--- src/inc/cphs_defs.svh ---
`ifndef CPHS_DEFS_SVH
`define CPHS_DEFS_SVH

// Indicator LED positions
`define CPHS_LED_CLK_EN 0
`define CPHS_LED_BLINK 1
`define CPHS_LED_CORR 3
`define CPHS_LED_UNCORR 4
`define CPHS_LED_REQ 5
`define CPHS_LED_REL 7
`define CPHS_LED_W 8

// Timing in ns and derived counts at 25 MHz
`define CPHS_CLK_NS 40
`define CPHS_INIT_NS 400
`define CPHS_INIT_CYC ((`CPHS_INIT_NS + `CPHS_CLK_NS - 1) / `CPHS_CLK_NS)
`define CPHS_CORR_PULSE_NS 200
`define CPHS_CORR_PULSE_CYC (`CPHS_CORR_PULSE_NS / `CPHS_CLK_NS)
`define CPHS_BLINK_NS 1000
`define CPHS_BLINK_CYC (`CPHS_BLINK_NS / `CPHS_CLK_NS)
`define CPHS_CNT_W 8

`endif

--- src/inc/cphs_pkg.sv ---
package cphs_pkg;

    typedef enum logic [1:0] {
        CPHS_C_IDLE = 2'b00,
        CPHS_C_INIT = 2'b01,
        CPHS_C_OBSERVE = 2'b10
    } cphs_ctrl_state_type;

    typedef enum logic [2:0] {
        CPHS_P_IDLE = 3'b000,
        CPHS_P_SELECT = 3'b001,
        CPHS_P_CLK_ON = 3'b010,
        CPHS_P_WAIT_REQ = 3'b011,
        CPHS_P_OWNED = 3'b100,
        CPHS_P_RELEASE = 3'b101,
        CPHS_P_CLK_OFF = 3'b110,
        CPHS_P_REBOOT = 3'b111
    } cphs_proc_state_type;

endpackage

--- src/inc/cphs_if.sv ---
interface cphs_if;
    logic port_request;
    logic port_grant;
    logic port_release;
    logic clock_enable;

    modport ctrl (
        output port_request,
        input port_grant,
        input port_release,
        input clock_enable
    );

    modport proc (
        input port_request,
        output port_grant,
        output port_release,
        output clock_enable
    );
endinterface

--- src/hdl/cphs_proc.sv ---
`include "cphs_defs.svh"

// Summary of operation
// - Disable processor port, select internal port
// - Enable gated clock, light LED 0
// - Grant only after request seen
// - Controller initializes then observes automatically
// - Uncorrectable error holds LED 4
// - Assert release, wait request drop
// - Controller drops request and idles in the same cycle
// - Then stop gated controller clock
// - Only then restore port, multiboot
// - Variant two: switch 1 blinks LED 1
// - Variant two: switch 2 alone chases LEDs 1-4
// - One internal port per controller
// - Configuration memory coverage only
// - Correction pulses LED 3 briefly
module cphs_proc (
    input wire logic clk,
    input wire logic resetn,
    cphs_if.proc link,
    input wire logic start,
    input wire logic reclaim,
    input wire logic variant2,
    input wire logic [1:0] user_sw,
    output logic proc_port_en,
    output logic internal_port_sel,
    output logic multiboot,
    output logic [`CPHS_LED_W-1:0] led
);

    typedef struct packed {
        cphs_pkg::cphs_proc_state_type st;
        logic proc_en;
        logic int_sel;
        logic clk_en;
        logic grant;
        logic rel;
        logic boot;
        logic [`CPHS_CNT_W-1:0] tick;
        logic [1:0] chase;
        logic blink;
    } cphs_proc_st_type;

    cphs_proc_st_type s_q;
    cphs_proc_st_type s_d;
    logic [`CPHS_LED_W-1:0] led_v;

    always_comb
    begin
        s_d = s_q;
        s_d.boot = 1'b0;
        case (s_q.st)
            cphs_pkg::CPHS_P_IDLE:
            begin
                if (start)
                begin
                    s_d.st = cphs_pkg::CPHS_P_SELECT;
                end
            end
            cphs_pkg::CPHS_P_SELECT:
            begin
                s_d.proc_en = 1'b0;
                s_d.int_sel = 1'b1;
                s_d.st = cphs_pkg::CPHS_P_CLK_ON;
            end
            cphs_pkg::CPHS_P_CLK_ON:
            begin
                s_d.clk_en = 1'b1;
                s_d.st = cphs_pkg::CPHS_P_WAIT_REQ;
            end
            cphs_pkg::CPHS_P_WAIT_REQ:
            begin
                if (link.port_request && !(variant2 && user_sw != 2'b00))
                begin
                    s_d.grant = 1'b1;
                    s_d.st = cphs_pkg::CPHS_P_OWNED;
                end
            end
            cphs_pkg::CPHS_P_OWNED:
            begin
                if (reclaim)
                begin
                    s_d.rel = 1'b1;
                    s_d.st = cphs_pkg::CPHS_P_RELEASE;
                end
            end
            cphs_pkg::CPHS_P_RELEASE:
            begin
                if (!link.port_request)
                begin
                    s_d.grant = 1'b0;
                    s_d.st = cphs_pkg::CPHS_P_CLK_OFF;
                end
            end
            cphs_pkg::CPHS_P_CLK_OFF:
            begin
                s_d.clk_en = 1'b0;
                s_d.rel = 1'b0;
                s_d.st = cphs_pkg::CPHS_P_REBOOT;
            end
            cphs_pkg::CPHS_P_REBOOT:
            begin
                s_d.proc_en = 1'b1;
                s_d.int_sel = 1'b0;
                s_d.boot = 1'b1;
                s_d.st = cphs_pkg::CPHS_P_IDLE;
            end
            default:
            begin
                s_d.st = cphs_pkg::CPHS_P_IDLE;
            end
        endcase
        // Blink and chase timebase
        if (s_q.tick == 8'(`CPHS_BLINK_CYC - 1))
        begin
            s_d.tick = 8'h00;
            s_d.blink = ~s_q.blink;
            s_d.chase = s_q.chase + 2'b01;
        end
        else
        begin
            s_d.tick = s_q.tick + 8'h01;
        end
    end

    always_ff @(posedge clk or negedge resetn)
    begin
        if (!resetn)
        begin
            s_q <= '0;
            s_q.proc_en <= 1'b1;
        end
        else
        begin
            s_q <= s_d;
        end
    end

    always_comb
    begin
        led_v = '0;
        led_v[`CPHS_LED_CLK_EN] = s_q.clk_en;
        led_v[`CPHS_LED_REQ] = link.port_request;
        led_v[`CPHS_LED_REL] = s_q.rel;
        if (variant2 && s_q.clk_en)
        begin
            if (user_sw[0])
            begin
                led_v[`CPHS_LED_BLINK] = s_q.blink;
            end
            else if (user_sw[1])
            begin
                led_v[3'(`CPHS_LED_BLINK) + 3'(s_q.chase)] = 1'b1;
            end
        end
    end

    assign link.port_grant = s_q.grant;
    assign link.port_release = s_q.rel;
    assign link.clock_enable = s_q.clk_en;
    assign proc_port_en = s_q.proc_en;
    assign internal_port_sel = s_q.int_sel;
    assign multiboot = s_q.boot;
    assign led = led_v;

endmodule // cphs_proc

--- src/flat_wrapper.sv ---
// flat-port wrapper written by rule: the top's interface ports become plain ports
module cphs_proc_flat 
  (clk, resetn, start, reclaim, variant2, user_sw, proc_port_en, internal_port_sel, multiboot, led, link_port_request, link_port_grant, link_port_release, link_clock_enable);
  cphs_if link_i ();
  input wire logic clk;
  input wire logic resetn;
  input wire logic start;
  input wire logic reclaim;
  input wire logic variant2;
  input wire logic [1:0] user_sw;
  output logic proc_port_en;
  output logic internal_port_sel;
  output logic multiboot;
  output logic [`CPHS_LED_W-1:0] led;
  input wire logic [$bits(link_i.port_request)-1:0] link_port_request;
  output wire logic [$bits(link_i.port_grant)-1:0] link_port_grant;
  output wire logic [$bits(link_i.port_release)-1:0] link_port_release;
  output wire logic [$bits(link_i.clock_enable)-1:0] link_clock_enable;
  assign link_i.port_request = link_port_request;
  assign link_port_grant = link_i.port_grant;
  assign link_port_release = link_i.port_release;
  assign link_clock_enable = link_i.clock_enable;
  cphs_proc u_core (.clk(clk), .resetn(resetn), .link(link_i), .start(start), .reclaim(reclaim), .variant2(variant2), .user_sw(user_sw), .proc_port_en(proc_port_en), .internal_port_sel(internal_port_sel), .multiboot(multiboot), .led(led));
endmodule
--- config.mk ---
export PLATFORM = sky130hd
export DESIGN_NAME = cphs_proc_flat
export DESIGN_NICKNAME = d
export VERILOG_FILES = /design/src/inc/cphs_pkg.sv /design/src/inc/cphs_if.sv /design/src/hdl/cphs_proc.sv /design/src/flat_wrapper.sv
export VERILOG_INCLUDE_DIRS = /design/src /design/src/inc
export SDC_FILE = /design/constraint.sdc
export NUM_CORES = 1
export LEC_CHECK = 0
export BUFFER_PORTS_ARGS = -buffer_cell sky130_fd_sc_hd__buf_2
export CAP_MARGIN = 20
export CORE_MARGIN = 8
export CORE_UTILIZATION = 53
export DETAILED_ROUTE_END_ITERATION = 8
export PLACE_DENSITY = 0.84
export SKIP_LAST_GASP = 1
export SLEW_MARGIN = 10
export SYNTH_ARGS = -nofsm -noshare
export SYNTH_HDL_FRONTEND = slang
export SYNTH_SLANG_ARGS = --single-unit
--- constraint.sdc ---
create_clock -name clk -period 1.75 [get_ports clk]
set_input_delay 0.2625 -clock clk [delete_from_list [all_inputs] [get_ports clk]]
set_output_delay 0.2625 -clock clk [all_outputs]
set_load 0.02 [all_outputs]
Yosys cells after proc, flatten, opt, wreduce, memory -nomap -nowiden
Index checks and enable logic that the tools add are counted.
Word-level totals
  register bits after elaboration: 20
  input bits: 8
  output and inout bits: 14
  word-level logic and storage cells: 64
Cells by class
  add/sub/neg operators: 3
  $lt $le $gt $ge: 2
  equal/unequal tests: 12
  muxes and demuxes: 21
  bitwise operators: 2
  reductions and logical operators: 14
Operator list (number)
  8-bit two-way mux: 3
  3-bit one-hot mux with 8 select lines: 1
  3-bit equality test, second input constant: 4
  3-bit two-way mux: 4
  2-bit nonzero test: 5
  8-bit by 1-bit adder with 8-bit output, second input constant: 1
  8-bit by 5-bit equality test with 1-bit output, second input constant: 1
  8-bit OR: 1
  1-bit two-way mux: 7
  3-bit by 2-bit equality test with 1-bit output, second input constant: 2
  6-bit two-way mux: 1
  2-bit inequality test, second input constant: 3
  1-bit one-hot mux with 2 select lines: 3
  1-bit logical AND: 4
  3-bit by 4-bit less-than comparator with 1-bit output, second input constant: 1
  2-bit one-hot mux with 2 select lines: 1
  4-bit AND reduction: 1
  1-bit by 2-bit adder with 3-bit output, first input constant: 1
  1-bit demux with 3-bit select: 1
  3-bit by 1-bit equality test with 1-bit output, second input constant: 1
  3-bit by 1-bit >= comparator with 1-bit output, second input constant: 1
  3-bit logical NOT: 1
  3-bit AND reduction: 1
  2-bit by 1-bit adder with 2-bit output, second input constant: 1
  other kinds (4): 4

Logic depth before layout (Yosys ltp)
  word-level depth: 9
  mapped depth: 6
  mapped depth without buffers: 6

Worst setup path before layout
Ideal clock, no wire load.
  kind: reg-to-output
  start point: register u_core.s_q, in the netlist u_core.link.clock_enable
  end point: output led[6]
  arrival time: 1.377 ns
  data required time: 1.487 ns
  setup slack: 0.110 ns
  stages on the path, launching flop included: 5
  buffers on the path: 0
  cell sequence: dfrtp_1 nand2_1 nor3b_1 and2_1 and3_1
On the way
  longest elaborated chain between the ends: 2
Ends and longest elaborated chain
  start, declared: line cphs_proc.sv:45  | cphs_proc_st_type s_q;
  1-bit logical AND: line cphs_proc.sv:146  | if (variant2 && s_q.clk_en)
  8-bit two-way mux: line cphs_proc.sv:146
  end, declared: line flat_wrapper.sv:14  | output logic [`CPHS_LED_W-1:0] led;
No other way between the ends.

Final worst setup path
Same ends and word-level chain as after synthesis.

==> metrics.cfg <==
[drt]
drt_wl_total_um=2130
ant_nets=0
wire_per_inst_um=13.0
via_count=847
drc_errors=0
drt_iter0_drc=24
dr.pass1.iters=4
avgViaCountPerCell=5.16

[sta]
final.min_clock_period_ps=1700
setup_viol=0
hold_viol=0
maxSlewViolCount=0
worstMarginPinSlew_ps=422
fmax_ghz=0.588
tns_ps=0
relSlewSlack=0.719
fin_worst_skew_ps=4.33
rsz0062_at_grt=yes
period_share=0.972

[layout]
fillers=144
final_nets=157
drive_above_1_share=0.336
regArea_um2=502
final_cell_area_mm2=0.00135
utilization=0.695
diodes=0
area_delta_synth_final_pct=25.6
multiInputGateArea_um2=557

[worst_setup_path]
required_ps=1490
worstPathArrival_ps=1440
critPathKind=reg2out
critPathCaptureType=primary output
r2r_start=u_core.s_q[3]
reg2reg_to=u_core.s_q[0]
startpoint_type=flop
r2r_slack_ps=80
r2r_cells=6
cp_max_fo=3

[clock_tree]
clockBufferDepth=2
clock_sinks=20
cts_tree=built
root_buffer=clkbuf_4
insertion_delay_ps=290
cts_buffers=3
clk_pin_slew_ps=110
cts.htree.levels=1

[pwr]
total_power_w=0.00168
switching_share=0.386
ir_drop_mv=1.18
internal-power_w=0.00103
seq_power_share=0.401
comb_power_share=0.446
power_density_mw_per_mm2=1250
clkPwrFrac=0.153
leakagePower_nw=0.691
switching_power_w=0.000650

[logic_synthesis]
synth_edf_count=0
yosys_warnings=0
synth_top_area_frac=0.442
yosysTopAreaCell=dfrtp_1
synthCells=106
synthTopCellsByCount=19 x dfrtp_1, 11 x ha_1, 11 x nor2_1
synth_cell_types=29
netlist_area_mm2=0.00107
ys_seq_area_frac=0.467
synth_seq_cells=20
async_flop_share=1.00
syn_avg_cell_area_um2=10.1
synthTopCellsByArea=dfrtp_1 44%, ha_1 13%, xor2_1 4.1%
synth_nets=125
yosysMostFrequentCell=dfrtp_1
synth_flop_cell=dfrtp_1

[worst_hold_path]
holdPathEnd=u_core.link.port_grant
whs_path_depth=3
hp-start=link_port_request
hold_class=in2reg

[place]
portBuffers=21
place_hpwl_um=1610
dpl-instance-area_mm2=0.00121
gp_congestion=0.817

[die]
die_area_mm2=0.00372
die_x_um=61.0
core_mm2=0.00194
ioPinCount=22
rows=16
start_util=0.553
die_h_um=61.0

[global_route]
grt_overflow=0
grt_max_degree=21
antenna_found_initial=0
grt_use_total=0.124
grt_pass1_vias=848
grt_pass1_wl_um=3500

[job]
cap_violations=0

[run_status]
outcome=finished clean

## metrics by stage
stage / hold slack [ps] / worst slack, ps / instances
detailed placement: 226 / 68.9 / 152
global route: 275 / -55.6 / 164
global placement: 216 / 127 / 152
floorplan: -33.1 / 110 / 106
CTS: 233 / 30.5 / 159
finish: 242 / 49.6 / 164
## sequential cells by signal (all words and copies together) (netlist names)
register and flops:
u_core.link.port_release 1, u_core.multiboot 1, u_core.proc_port_en 1, u_core.internal_port_sel 1, u_core.link.port_grant 1, u_core.link.clock_enable 1, u_core.s_q 14
## logic make-up after synthesis
logic type,after synthesis,share of synthesized area
AOI/OAI and AO/OA,18,0.106
DFF,20,0.467
xor gates and xnor gates,8,0.0652
adders and majority gates,11,0.128
buffers and inverters,13,0.0466
muxes,2,0.0198
and+or+nand+nor,34,0.168
## worst max-delay path by stage
stage / slack [ps] / cells after the start / start / endpoint
2_1_floorplan: 110 / 4 / u_core.link.clock_enable / led[6]
3_3_place_gp: 130 / 5 / u_core.s_q[18] / u_core.s_q[18]
3_5_place_dp: 70 / 5 / u_core.s_q[18] / u_core.s_q[18]
4_1_cts: 30 / 4 / u_core.s_q[1] / led[7]
5_1_grt: -60 / 5 / u_core.link.clock_enable / led[6]
6_report: 50 / 5 / u_core.link.clock_enable / led[6]
## power groups by stage
| stage | clock network [W] | logic [W] | registers (W) |
|---|---|---|---|
| 4_1_cts | 0.000264 | 0.000720 | 0.000672 |
| 6_report | 0.000257 | 0.000751 | 0.000676 |
| 3_5_place_dp | 0 | 0.000682 | 0.000690 |
| 2_1_floorplan | 0 | 0.000426 | 0.000732 |
| 3_3_place_gp | 0 | 0.000664 | 0.000678 |
| 5_1_grt | 0.000292 | 0.000838 | 0.000693 |
## critical path, stage by stage, from the launching register on
cell	delay, ps
dfrtp_1	370
nand2_2	80
nor3b_4	220
and2_4	180
and3_1	160
buf_4	140
## routing by layer
layer / up-vias / global-route usage / share of wire
met4: 0 / 0.0532 / 0.0056
met2: 19 / 0.219 / 0.51
met1: 409 / 0.144 / 0.43
met3: 2 / 0.0188 / 0.054
met5: - / 0 / 0
li1: 417 / - / -
## layout make-up
type                    instances  share of cell area
multi-input cells              73               0.412
clock buffers                   4              0.0269
flip-flops and latches         20               0.372
inverters                      10              0.0278
well taps                      27              0.0250
repair buffers                 30               0.136
## layout by cell type (no fill, tap or decap), types with 2 or more instances in the layout
cell type and count:
buf_2 19, dfrtp_1 19, nor2_1 11, buf_4 9, inv_1 8, ha_1 8
nand2_1 7, o21ai_0 6, xor2_1 5, and3_1 3, and2_1 3, nand3_1 3
xnor2_1 3, clkbuf_4 3, inv_2 2, a21oi_1 2, nand2b_1 2, o31ai_1 2
o22ai_1 2, ha_2 2
## timing repair
item	in CTS	in global routing
hold buffers	1	0
setup buffers	2	5
gates resized for setup	2	10
pin swaps	0	4
setup endpoints to repair	2	6
endpoints found under the hold margin	19	0
gates cloned	0	0
(Power assumes the default switching activity.)
